==> src/include/gmon_regs.svh <==
// Register offsets, reset values, scaling figures and timing figures of the gas monitor.
`ifndef GMON_REGS_SVH
`define GMON_REGS_SVH
// ****************************************
// Register byte offsets
// ****************************************
`define GMON_OFS_CTRL 8'h00
`define GMON_OFS_ALARM 8'h04
`define GMON_OFS_WARN_PCT 8'h08
`define GMON_OFS_BASE 8'h0C
`define GMON_OFS_SPAN 8'h10
`define GMON_OFS_STATUS 8'h14
// ****************************************
// Reset values
// ****************************************
`define GMON_RST_CTRL 8'h26
`define GMON_RST_ALARM 8'h64
`define GMON_RST_WARN_PCT 8'h32
`define GMON_RST_BASE 8'h10
`define GMON_RST_SPAN 8'h80
// ****************************************
// Scaling and range
// ****************************************
`define GMON_SPAN_SHIFT 7
`define GMON_STEPS_VOLT 8'hFA
`define GMON_STEPS_LOOP 8'hD0
`define GMON_PCT_FULL 16'h0064
`define GMON_FILT_SHIFT 2
// ****************************************
// Timing figures
// ****************************************
`define GMON_CLK_KHZ 100000
`define GMON_WARMUP_MS 2000
`define GMON_BLINK_MS 500
`define GMON_ERR_PERIOD_MS 10000
`define GMON_ERR_PULSE_MS 100
`endif

==> src/include/gmon_pkg.sv <==
// Types shared by the gas monitor design and its bench.
package gmon_pkg;
  // ****************************************
  // Device states, Gray coded along the usual path
  // ****************************************
  typedef enum logic [2:0] {
    GMON_WARMUP = 3'h0,
    GMON_NORMAL = 3'h1,
    GMON_WARNING = 3'h3,
    GMON_ALARM = 3'h2,
    GMON_ERROR = 3'h6
  } gmon_state_t;
  // ****************************************
  // Output configuration, bit order as held in the control register
  // ****************************************
  typedef struct packed {
    logic loop_mode;
    logic relay_nc;
    logic relay_latch;
    logic [1:0] relay_trig;
    logic ttl_idle_high;
    logic ttl_latch;
    logic [1:0] ttl_trig;
  } gmon_cfg_t;
  // ****************************************
  // Fault inputs
  // ****************************************
  typedef struct packed {
    logic sensor;
    logic temp;
    logic cksum;
  } gmon_fault_t;
  // ****************************************
  // Bi-color indicator
  // ****************************************
  typedef struct packed {
    logic red;
    logic green;
  } gmon_led_t;
endpackage

==> src/rtl/gmon_top.sv <==
// Gas monitor controller: filtering, calibration, state sequencing and output drive.
// Function
// - Enter warm-up at every power-on, stay about two seconds, then sense.
// - During warm-up sensing is inactive and reading is zero everywhere.
// - During warm-up the indicator blinks green and off.
// - Readings and state indications become valid only after warm-up ends.
// - Exactly five states, each with its own indicator and output combination.
// - Sample the 8-bit converter continuously and filter out burst noise.
// - Subtract stored baseline from filtered sample, then scale by stored span.
// - Scaled value is a linear reading offered live to all outputs.
// - Reading steps 100 ppm up to 25000 ppm, 120 ppm in loop variants.
// - Binary output idle level selectable by build default or by the link.
// - Binary output latching or auto-reset, triggered by warning, alarm or both.
// - Relay normally open or closed, latching or auto-reset, selectable trigger.
// - Auto-reset output returns inactive once its cause has cleared.
// - Latching output holds active until reset button or power cycle.
// - Reset button press clears a latched relay or binary output.
// - An external host sets up, calibrates, monitors and changes thresholds.
// - Normal state holds the indicator steady green.
// - Warning at stored percentage of alarm threshold; blink red and green.
// - Alarm when reading reaches alarm threshold; blink red and off.
// - Any fault gives error: full-scale reading, indicator off, red pulse each 10 s.
`timescale 1ns/1ps
`include "gmon_regs.svh"

module gmon_top
  import gmon_pkg::*;
#(
  parameter int unsigned WARMUP_CYC = `GMON_WARMUP_MS * `GMON_CLK_KHZ,
  parameter int unsigned BLINK_CYC = `GMON_BLINK_MS * `GMON_CLK_KHZ,
  parameter int unsigned ERR_PERIOD_CYC = `GMON_ERR_PERIOD_MS * `GMON_CLK_KHZ,
  parameter int unsigned ERR_PULSE_CYC = `GMON_ERR_PULSE_MS * `GMON_CLK_KHZ,
  parameter logic [7:0] CTRL_DEFAULT = `GMON_RST_CTRL
) (
  // Clock and reset
  input wire logic clk,
  input wire logic rstn,
  // APB slave
  input wire logic psel,
  input wire logic penable,
  input wire logic pwrite,
  input wire logic [7:0] paddr,
  input wire logic [31:0] pwdata,
  output logic [31:0] prdata,
  output logic pready,
  output logic pslverr,
  // Converter, fault sources and reset button
  input wire logic [7:0] adc_data,
  input wire logic adc_valid,
  input wire gmon_fault_t fault,
  input wire logic reset_btn,
  // Indicator and signalling outputs
  output gmon_led_t led,
  output logic ttl_out,
  output logic relay_closed,
  output logic [7:0] reading,
  output logic reading_valid,
  output gmon_state_t state
);

  // ****************************************
  // Register file and bus slave
  // ****************************************
  gmon_cfg_t cfg;
  gmon_cfg_t next_cfg;
  logic [7:0] alarm_th;
  logic [7:0] next_alarm_th;
  logic [7:0] warn_pct;
  logic [7:0] next_warn_pct;
  logic [7:0] baseline;
  logic [7:0] next_baseline;
  logic [7:0] span;
  logic [7:0] next_span;
  logic [31:0] next_prdata;
  logic next_pready;
  logic next_pslverr;
  logic wr_en;
  logic ttl_latched;
  logic relay_latched;

  // The answer is prepared in the setup cycle, so every access phase ends after one cycle.
  assign wr_en = psel & penable & pready & pwrite & ~pslverr;

  always_comb begin
    next_cfg = cfg;
    next_alarm_th = alarm_th;
    next_warn_pct = warn_pct;
    next_baseline = baseline;
    next_span = span;
    next_prdata = 32'h0000_0000;
    next_pslverr = 1'b0;
    next_pready = psel & ~penable;
    if (psel & ~penable) begin
      unique case (paddr)
        `GMON_OFS_CTRL: next_prdata = {23'h00_0000, cfg};
        `GMON_OFS_ALARM: next_prdata = {24'h00_0000, alarm_th};
        `GMON_OFS_WARN_PCT: next_prdata = {24'h00_0000, warn_pct};
        `GMON_OFS_BASE: next_prdata = {24'h00_0000, baseline};
        `GMON_OFS_SPAN: next_prdata = {24'h00_0000, span};
        `GMON_OFS_STATUS: next_prdata = {16'h0000, reading, 1'b0, relay_latched, ttl_latched,
                                         reading_valid, 1'b0, state};
        default: next_pslverr = 1'b1;
      endcase
    end
    if (wr_en) begin
      unique case (paddr)
        `GMON_OFS_CTRL: next_cfg = gmon_cfg_t'(pwdata[8:0]);
        `GMON_OFS_ALARM: next_alarm_th = pwdata[7:0];
        `GMON_OFS_WARN_PCT: next_warn_pct = pwdata[7:0];
        `GMON_OFS_BASE: next_baseline = pwdata[7:0];
        `GMON_OFS_SPAN: next_span = pwdata[7:0];
        default: ;
      endcase
    end
  end

  always_ff @(posedge clk) begin
    if (!rstn) begin
      cfg <= gmon_cfg_t'({1'b0, CTRL_DEFAULT});
      alarm_th <= `GMON_RST_ALARM;
      warn_pct <= `GMON_RST_WARN_PCT;
      baseline <= `GMON_RST_BASE;
      span <= `GMON_RST_SPAN;
      prdata <= 32'h0000_0000;
      pready <= 1'b0;
      pslverr <= 1'b0;
    end else begin
      cfg <= next_cfg;
      alarm_th <= next_alarm_th;
      warn_pct <= next_warn_pct;
      baseline <= next_baseline;
      span <= next_span;
      prdata <= next_prdata;
      pready <= next_pready;
      pslverr <= next_pslverr;
    end
  end

  // ****************************************
  // Sample filter and calibration
  // ****************************************
  logic [9:0] filt_acc;
  logic [9:0] next_filt_acc;
  logic [7:0] filt;
  logic [7:0] diff;
  logic [15:0] product;
  logic [15:0] scaled;
  logic [7:0] max_steps;
  logic [7:0] level;

  assign filt = filt_acc[9:2];
  assign max_steps = cfg.loop_mode ? `GMON_STEPS_LOOP : `GMON_STEPS_VOLT;

  always_comb begin
    next_filt_acc = filt_acc;
    if (adc_valid) begin
      next_filt_acc = filt_acc - (filt_acc >> `GMON_FILT_SHIFT) + {2'b00, adc_data};
    end
    diff = (filt > baseline) ? 8'(filt - baseline) : 8'h00;
    product = 16'(diff) * 16'(span);
    scaled = product >> `GMON_SPAN_SHIFT;
    level = (scaled > 16'(max_steps)) ? max_steps : scaled[7:0];
  end

  always_ff @(posedge clk) begin
    if (!rstn) begin
      filt_acc <= 10'h000;
    end else begin
      filt_acc <= next_filt_acc;
    end
  end

  // ****************************************
  // State sequencing
  // ****************************************
  logic [31:0] warm_cnt;
  logic [31:0] next_warm_cnt;
  gmon_state_t next_state;
  logic [15:0] warn_level;
  logic any_fault;
  logic [7:0] next_reading;
  logic next_reading_valid;

  // Percent of the threshold; a division by a constant keeps the stored figure in plain percent.
  assign warn_level = 16'((16'(alarm_th) * 16'(warn_pct)) / `GMON_PCT_FULL);
  assign any_fault = fault.sensor | fault.temp | fault.cksum;

  always_comb begin
    next_warm_cnt = warm_cnt;
    next_state = state;
    unique case (state)
      GMON_WARMUP: begin
        if (warm_cnt >= WARMUP_CYC - 1) begin
          next_state = GMON_NORMAL;
        end else begin
          next_warm_cnt = warm_cnt + 32'h0000_0001;
        end
      end
      default: begin
        if (any_fault) begin
          next_state = GMON_ERROR;
        end else if (level >= alarm_th) begin
          next_state = GMON_ALARM;
        end else if (16'(level) >= warn_level) begin
          next_state = GMON_WARNING;
        end else begin
          next_state = GMON_NORMAL;
        end
      end
    endcase
    next_reading = 8'h00;
    next_reading_valid = 1'b0;
    if (state == GMON_ERROR) begin
      next_reading = max_steps;
      next_reading_valid = 1'b1;
    end else if (state != GMON_WARMUP) begin
      next_reading = level;
      next_reading_valid = 1'b1;
    end
  end

  always_ff @(posedge clk) begin
    if (!rstn) begin
      warm_cnt <= 32'h0000_0000;
      state <= GMON_WARMUP;
      reading <= 8'h00;
      reading_valid <= 1'b0;
    end else begin
      warm_cnt <= next_warm_cnt;
      state <= next_state;
      reading <= next_reading;
      reading_valid <= next_reading_valid;
    end
  end

  // ****************************************
  // Indicator timing
  // ****************************************
  logic [31:0] blink_cnt;
  logic [31:0] next_blink_cnt;
  logic blink_ph;
  logic next_blink_ph;
  logic [31:0] err_cnt;
  logic [31:0] next_err_cnt;
  gmon_led_t next_led;

  always_comb begin
    next_blink_cnt = blink_cnt + 32'h0000_0001;
    next_blink_ph = blink_ph;
    if (blink_cnt >= BLINK_CYC - 1) begin
      next_blink_cnt = 32'h0000_0000;
      next_blink_ph = ~blink_ph;
    end
    // The error pulse restarts on entry so the first flash starts one pulse length short of a full period away.
    next_err_cnt = 32'h0000_0000;
    if (state == GMON_ERROR) begin
      next_err_cnt = (err_cnt >= ERR_PERIOD_CYC - 1) ? 32'h0000_0000 : err_cnt + 32'h0000_0001;
    end
    next_led = '{red: 1'b0, green: 1'b0};
    unique case (state)
      GMON_WARMUP: next_led.green = blink_ph;
      GMON_NORMAL: next_led.green = 1'b1;
      GMON_WARNING: begin
        next_led.red = blink_ph;
        next_led.green = ~blink_ph;
      end
      GMON_ALARM: next_led.red = blink_ph;
      GMON_ERROR: next_led.red = (err_cnt >= ERR_PERIOD_CYC - ERR_PULSE_CYC);
      default: ;
    endcase
  end

  always_ff @(posedge clk) begin
    if (!rstn) begin
      blink_cnt <= 32'h0000_0000;
      blink_ph <= 1'b1;
      err_cnt <= 32'h0000_0000;
      led <= '{red: 1'b0, green: 1'b0};
    end else begin
      blink_cnt <= next_blink_cnt;
      blink_ph <= next_blink_ph;
      err_cnt <= next_err_cnt;
      led <= next_led;
    end
  end

  // ****************************************
  // Binary output and relay
  // ****************************************
  logic ttl_cond;
  logic relay_cond;
  logic next_ttl_latched;
  logic next_relay_latched;
  logic ttl_active;
  logic relay_active;
  logic next_ttl_out;
  logic next_relay_closed;

  always_comb begin
    ttl_cond = (cfg.ttl_trig[0] & (state == GMON_WARNING)) | (cfg.ttl_trig[1] & (state == GMON_ALARM));
    relay_cond = (cfg.relay_trig[0] & (state == GMON_WARNING)) | (cfg.relay_trig[1] & (state == GMON_ALARM));
    // hold until button; a new activation wins over a press
    next_ttl_latched = ttl_cond | (ttl_latched & ~reset_btn);
    next_relay_latched = relay_cond | (relay_latched & ~reset_btn);
    ttl_active = cfg.ttl_latch ? ttl_latched : ttl_cond;
    relay_active = cfg.relay_latch ? relay_latched : relay_cond;
    next_ttl_out = ttl_active ^ cfg.ttl_idle_high;
    next_relay_closed = relay_active ^ cfg.relay_nc;
  end

  always_ff @(posedge clk) begin
    if (!rstn) begin
      ttl_latched <= 1'b0;
      relay_latched <= 1'b0;
      ttl_out <= 1'b0;
      relay_closed <= 1'b0;
    end else begin
      ttl_latched <= next_ttl_latched;
      relay_latched <= next_relay_latched;
      ttl_out <= next_ttl_out;
      relay_closed <= next_relay_closed;
    end
  end

endmodule

==> config.mk <==
export PLATFORM = sky130hd
export DESIGN_NAME = gmon_top
export DESIGN_NICKNAME = d
export VERILOG_FILES = /design/src/include/gmon_pkg.sv /design/src/rtl/gmon_top.sv
export VERILOG_INCLUDE_DIRS = /design/src /design/src/include
export SDC_FILE = /design/constraint.sdc
export NUM_CORES = 1
export LEC_CHECK = 0
export BUFFER_PORTS_ARGS = -buffer_cell sky130_fd_sc_hd__buf_2
export CAP_MARGIN = 40
export CORE_MARGIN = 4
export CORE_UTILIZATION = 40
export CTS_CLUSTER_DIAMETER = 120
export DETAILED_ROUTE_END_ITERATION = 8
export GPL_TIMING_DRIVEN = 0
export HOLD_SLACK_MARGIN = 0.15
export PLACE_DENSITY_LB_ADDON = 0.3
export SETUP_SLACK_MARGIN = 0.4
export SLEW_MARGIN = 30
export SYNTH_ARGS = -nofsm -noshare
export SYNTH_HDL_FRONTEND = slang
export SYNTH_SLANG_ARGS = --single-unit
==> constraint.sdc <==
create_clock -name clk -period 10.7 [get_ports clk]
set_input_delay 0.535 -clock clk [delete_from_list [all_inputs] [get_ports clk]]
set_output_delay 0.535 -clock clk [all_outputs]
set_load 0.02 [all_outputs]
# ---- After elaboration in Yosys (flattened, before gate mapping)
# Index checks and enable logic that the tools add are counted.
dict set report op_classes {
  n_eq_ne 10
  addsub 6
  mux 18
  n_lt_le_gt_ge 8
  div_mod_pow 1
  mul 2
  bitwise_logic 26
  n_reduce_logical 14
}
# operator n
set ops {}
lappend ops {{32-bit by 1-bit adder with 32-bit output (second input constant)} 3}
lappend ops {{16-bit one-hot mux with 6 select lines} 1}
lappend ops {{32-bit by 30-bit greater-or-equal comparator with 1-bit output (second input constant)} 2}
lappend ops {{32-bit by 26-bit greater-or-equal comparator with 1-bit output (second input constant)} 1}
lappend ops {{32-bit by 28-bit greater-or-equal comparator with 1-bit output (second input constant)} 1}
lappend ops {{8-bit by 8-bit multiplier with 16-bit output} 2}
lappend ops {{8-bit 2-to-1 mux} 4}
lappend ops {{16-bit by 7-bit divider with 16-bit output (second input constant)} 1}
lappend ops {{8-bit by 4-bit equality test with 1-bit output (second input constant)} 2}
lappend ops {{8-bit by 5-bit equality test with 1-bit output (second input constant)} 2}
lappend ops {{8-bit by 16-bit greater-or-equal comparator with 1-bit output} 1}
lappend ops {{2-bit AND reduction} 7}
lappend ops {{1-bit bitwise AND} 11}
lappend ops {{10-bit by 8-bit adder with 10-bit output} 1}
lappend ops {{10-bit by 8-bit subtractor with 10-bit output} 1}
lappend ops {{9-bit by 8-bit greater-than comparator with 1-bit output} 1}
lappend ops {{3-bit 2-to-1 mux} 3}
lappend ops {{8-bit by 3-bit equality test with 1-bit output (second input constant)} 1}
lappend ops {{8-bit greater-or-equal comparator} 1}
lappend ops {{8-bit greater-than comparator} 1}
lappend ops {{8-bit zero test} 1}
lappend ops {{8-bit subtractor} 1}
lappend ops {{1-bit inverter} 7}
lappend ops {{3-bit by 2-bit equality test with 1-bit output (second input constant)} 2}
lappend ops {{other kinds (15)} 27}
dict set report word_totals {
  out_inout_bits 50
  elab_cells 113
  reg_bits 200
}

# ---- Depth between registers and ports, before layout
dict set report logic_depth {
  word_depth 10
  ltp_mapped 54
}

# ---- Worst setup path after synthesis
# OpenSTA, ideal clock, no wires.
dict set report synth_timing {
  path_type {flip-flop to flip-flop}
  start {register alarm_th[2]}
  end {register state[1]}
  required_time_ns 10.578
  synth_period_minus_slack_ns 10.487
  arrival_ns 10.365
  path_buffers 4
  slack_ns 0.213
  path_stages_with_launch 48
  path_cell_list {dfxtp_1 > clkbuf_1 > and2_1 > fa_1 > fa_1 > fa_1 > inv_1 > fa_1 > inv_1 > ha_1 > buf_2 > a21o_1 > nand2b_1 > or3_1 > and3_1 > buf_2 > nor3_2 > o32ai_1 > [... 12 more ...] > buf_6 > o211ai_2 > a211oi_2 > mux2_4 > o221ai_2 > o221ai_1 > ha_1 > nand2b_1 > a21o_1 > a21o_1 > a21oi_1 > nor2b_1 > o21ai_0 > nand2b_1 > a21oi_1 > nor2b_1 > o221ai_1 > a21oi_1}
}
dict set report synth_via {
  elab_chain_len 7
  word_cells_on_any_way 8
  cone_classes {mul: 1; div: 1; order compare: 2; mux: 4}
}
# item line_no
set synth_rtl {}
lappend synth_rtl {{from (decl)} gmon_top.sv:66} ;# logic [7:0] alarm_th;
lappend synth_rtl {{from (signal assigned)} gmon_top.sv:120} ;# alarm_th <= `GMON_RST_ALARM;
lappend synth_rtl {{from (signal assigned)} gmon_top.sv:129} ;# alarm_th <= next_alarm_th;
lappend synth_rtl {{8-bit by 8-bit multiplier with 16-bit output} gmon_top.sv:185} ;# assign warn_level = 16'((16'(alarm_th) * 16'(warn_pct)) / `GMON_PCT_FULL);
lappend synth_rtl {{16-bit by 7-bit divider with 16-bit output (no line)} n/a}
lappend synth_rtl {{8-bit by 16-bit greater-or-equal comparator with 1-bit output} gmon_top.sv:204} ;# end else if (16'(level) >= warn_level) begin
lappend synth_rtl {{2-bit 2-to-1 mux} gmon_top.sv:204}
lappend synth_rtl {{2-bit 2-to-1 mux *} gmon_top.sv:202} ;# end else if (level >= alarm_th) begin
lappend synth_rtl {{3-bit 2-to-1 mux *} gmon_top.sv:200} ;# if (any_fault) begin
lappend synth_rtl {{3-bit 2-to-1 mux *} gmon_top.sv:191} ;# unique case (state)
lappend synth_rtl {{to (signal assigned)} gmon_top.sv:230} ;# state <= next_state;
lappend synth_rtl {{to (decl)} gmon_top.sv:58} ;# output gmon_state_t state
# Mark *: on every way between the ends. The rest lies on a longest branch, timed or not.
# A chain may end at the register's enable or synchronous reset.

# ---- Worst setup path after layout
dict set report layout_timing {
  start {register alarm_th[1]}
  end {register state[1]}
}
# Same word-level chain as after synthesis.

==> impl_results.md <==
- Status: complete, but fails checks
- Failing checks: setup timing
- Synth Instances: 1784
- Top Usage Layer GRT: met2
- CP startpoint: alarm_th[1]
- CTS tree: done
- DR vias: between 10000 and 15000
- Clock skew: approximately 0.013 ns
- Setup CP Type: reg2reg
- Syn Area/Cell: 8.33 um2
- Adder-cell share of the synthesized area: 20.2%
- CP peak stage delay: 0.56 ns
- Vias per cell: 5.36
- Crit-path max FO: 10
- #FFs+latches synth: 184
- F_max: 91.3 MHz
- CP startpoint kind: register
- Initial drt markers: ~730
- Clk sinks: 184
- WHS: 0.348 ns
- Die X-Extent: approximately 200 um
- Final max-slew violation count: 0
- Yosys warns: 0
- Antenna Nets Post-Route: 0
- CP max-delay cell: fa_1
- Delay-heaviest family, CP: compound AO/OA/AOI/OAI gates
- Worst-Margin Slew: just under 0.8 ns
- Share of cells above drive strength 1: 16.9%
- GRT Residual Overflow: 0
- Met1 usage: 25.3%
- Main synth FF type: dfxtp_1
- Launch point of the worst reg-to-reg path: alarm_th[1]
- Worst Setup End Kind: register
- Routed length per instance: 15.5 um
- Worst Path Required: 11.02 ns
- Max_cap viols: 0
- Sequential area share after synthesis: 24.8%
- DP Area: ~16000 um2
- Die area: roughly 40000 um2
- Root Driver: clkbuf_16
- Met2 Use GR: 29.4%
- Final WL: 37800 um
- Unrepaired setup endpoints after global routing: yes
- Clock Pin Slew Worst Setup and Hold Paths: 0.07 ns
- # fillers: 3495
- First-pass GRT wire length: 62500 um
- Largest family of logic cells by synthesized area: simple AND/OR/NAND/NOR gates
- Routability congestion estimate: ~0.86
- Worst skew pair latency: between 0.4 and 0.5 ns
- Number of flops mapped to enable cells by yosys: 0
- Final period util: 102%
- Buf/Inv on CP: 5
- P_leak: ~7.9 nW
- Port bufs: 66
- Row Count: 70
- Post-synthesis cell type count: 101
- Synth Area in Compound Gates: 14.8%
- Pin count of the biggest net entering global routing: 21
- Met3 Use GR: 3.39%
- IO Count: 108
- H-tree Lvls: 4
- CTS Buf Count: 17
- Minimum clock period: 10.95 ns
- Clock tree buffer depth: 2
- Core area: ~37000 um2
- First-pass detailed-route iteration total: 6
- Initial core utilization: 40.6%
- Pwr Density: 127 nW/um2
- Initial antenna violation count: 2
- Relative slew margins: 46.6%
- Xor-xnor portion of the synthesized cell area: 7.18%
- Share of flip-flops with an asynchronous set or reset: 0%
- Final net count: between 2000 and 2500
- Final Hold Vio Count: 0
- Hold path start: fault[0]
- Layout Area Growth over Synthesis: 19.6%
- DRC Markers: 0
- Mux contribution to synthesized area: 3.53%
- Hold bufs inserted after CTS: 0
- Setup violations, final: 1
- HP Class: in2reg
- Setup ws final: -0.251 ns
- Crit path DAT: 11.27 ns
- Detailed Place HPWL: 28300 um
- Fin area: 17800 um2
- Vias in the first global route: 12600
- VDD IR max: 174 uV
- Cell area after technology mapping: 14900 um2
- Die Height: 201 um
- Post-synthesis simple-gate area fraction: 22.7%
- GRT Resource Usage Total: between 10% and 20%
## synthesized netlist by cell type, types with 40 or more instances
master / count / share of area, %
ha_1: 110 / 9.3
xor2_1: 69 / 4.1
inv_1: 165 / 4.2
nand2_1: 148 / 3.7
fa_1: 80 / 11
and2_1: 79 / 3.3
and3_1: 56 / 2.4
nand3_1: 75 / 2.5
clkbuf_1: 54 / 1.4
o21ai_0: 40 / 1.3
nor2_1: 193 / 4.9
mux2i_1: 46 / 3.1
xnor2_1: 51 / 3.0
dfxtp_1: 184 / 25
a21oi_1: 83 / 2.8
## layout by cell type (no fill, tap or decap), drive strengths merged, types with 13 or more instances in the layout
| cell | count |
|---|---|
| a21o | 17 |
| a21oi | 85 |
| a31oi | 13 |
| and2 | 79 |
| and3 | 58 |
| buf | 151 |
| clkbuf | 72 |
| conb | 24 |
| dfxtp | 184 |
| fa | 80 |
| ha | 110 |
| inv | 171 |
| mux2i | 46 |
| nand2 | 148 |
| nand3 | 75 |
| nand4 | 21 |
| nor2 | 193 |
| nor3 | 40 |
| o211ai | 19 |
| o21ai | 44 |
| xnor2 | 52 |
| xor2 | 69 |
## stage by stage
stage	power, mW	instances	TNS [ns]	worst slack, ns	utilization, %
global placement	1.59	2341	-1.10	-1.10	43.5
finish	2.26	2434	-0.251	-0.251	48.5
detailed placement	1.60	2344	-1.22	-1.22	43.6
floorplan	1.37	1807	0	0.403	-
global route	2.42	2434	-0.683	-0.683	48.5
CTS	2.27	2427	-0.0533	-0.0533	48.3
## routing by layer
layer,vias to the layer above,part of all wire [%]
li1,6431,-
met1,6272,47
met2,279,46
met3,55,5.3
met4,0,2.0
met5,-,0
## worst reg2reg max path, delay by kind of cell, from the launching register on
kind	cells	cell delay, ns
multiplexers	1	0.34
adder cells (fa/ha/maj)	7	2.89
flip-flops	1	0.32
XOR/XNOR	1	0.12
AND/OR/NAND/NOR	10	1.81
AO/OA/AOI/OAI	22	4.58
buffers and inverters	5	0.77
## power breakdown
part	total, mW	internal, mW	switching [mW]
Combinational	0.859	0.329	0.530
Clock	0.641	0.317	0.325
Sequential	0.757	0.725	0.0319
## logic make-up (layout without fill, tap and decap cells)
logic type / Yosys count / in the layout
AOI/OAI and AO/OA: 306 / 306
xor gates and xnor gates: 121 / 121
adders and majority gates: 192 / 192
buffers and inverters: 247 / 404
DFF: 184 / 184
muxes: 51 / 51
other: 1 / 26
and+or+nand+nor: 682 / 682
## path summary, 6_finish.rpt
kind | endpoint | slack (ns) | cells after the start
worst max-delay path | state[1] | -0.25 | 46
worst min-delay path | state[2] | 0.35 | 3
worst min register to register | err_cnt[0] | 0.47 | 1
worst max register to register | state[1] | -0.25 | 46
## registers in the layout, summed over array words and instances, names as in the netlist
register / count
reading_valid: 1
state: 3
ttl_out: 1
led: 2
filt_acc: 10
ttl_latched: 1
span: 8
pslverr: 1
baseline: 8
reading: 8
pready: 1
relay_closed: 1
blink_cnt: 32
err_cnt: 32
alarm_th: 8
warn_pct: 8
prdata: 16
cfg: 9
blink_ph: 1
warm_cnt: 32
relay_latched: 1
## area by class of cell
| type | instances | area (um2) | area share (%) |
|---|---|---|---|
| timing repair buffer | 125 | 810 | 4.56 |
| antenna | 2 | 5.00 | 0.0282 |
| sequential | 184 | 3690 | 20.8 |
| inverter | 166 | 624 | 3.51 |
| multi-input combinational | 1376 | 10900 | 61.5 |
| tap | 468 | 586 | 3.30 |
| buffer | 81 | 524 | 2.95 |
| clock buffer | 17 | 425 | 2.39 |
| clock inverter | 15 | 180 | 1.01 |
## what timing repair did
item	CTS	global route
buffers inserted	51	4
resized for setup	146	16
pin swaps	67	7
setup endpoints to repair	1	2
Note: power is estimated with default switching activity, not from simulation.
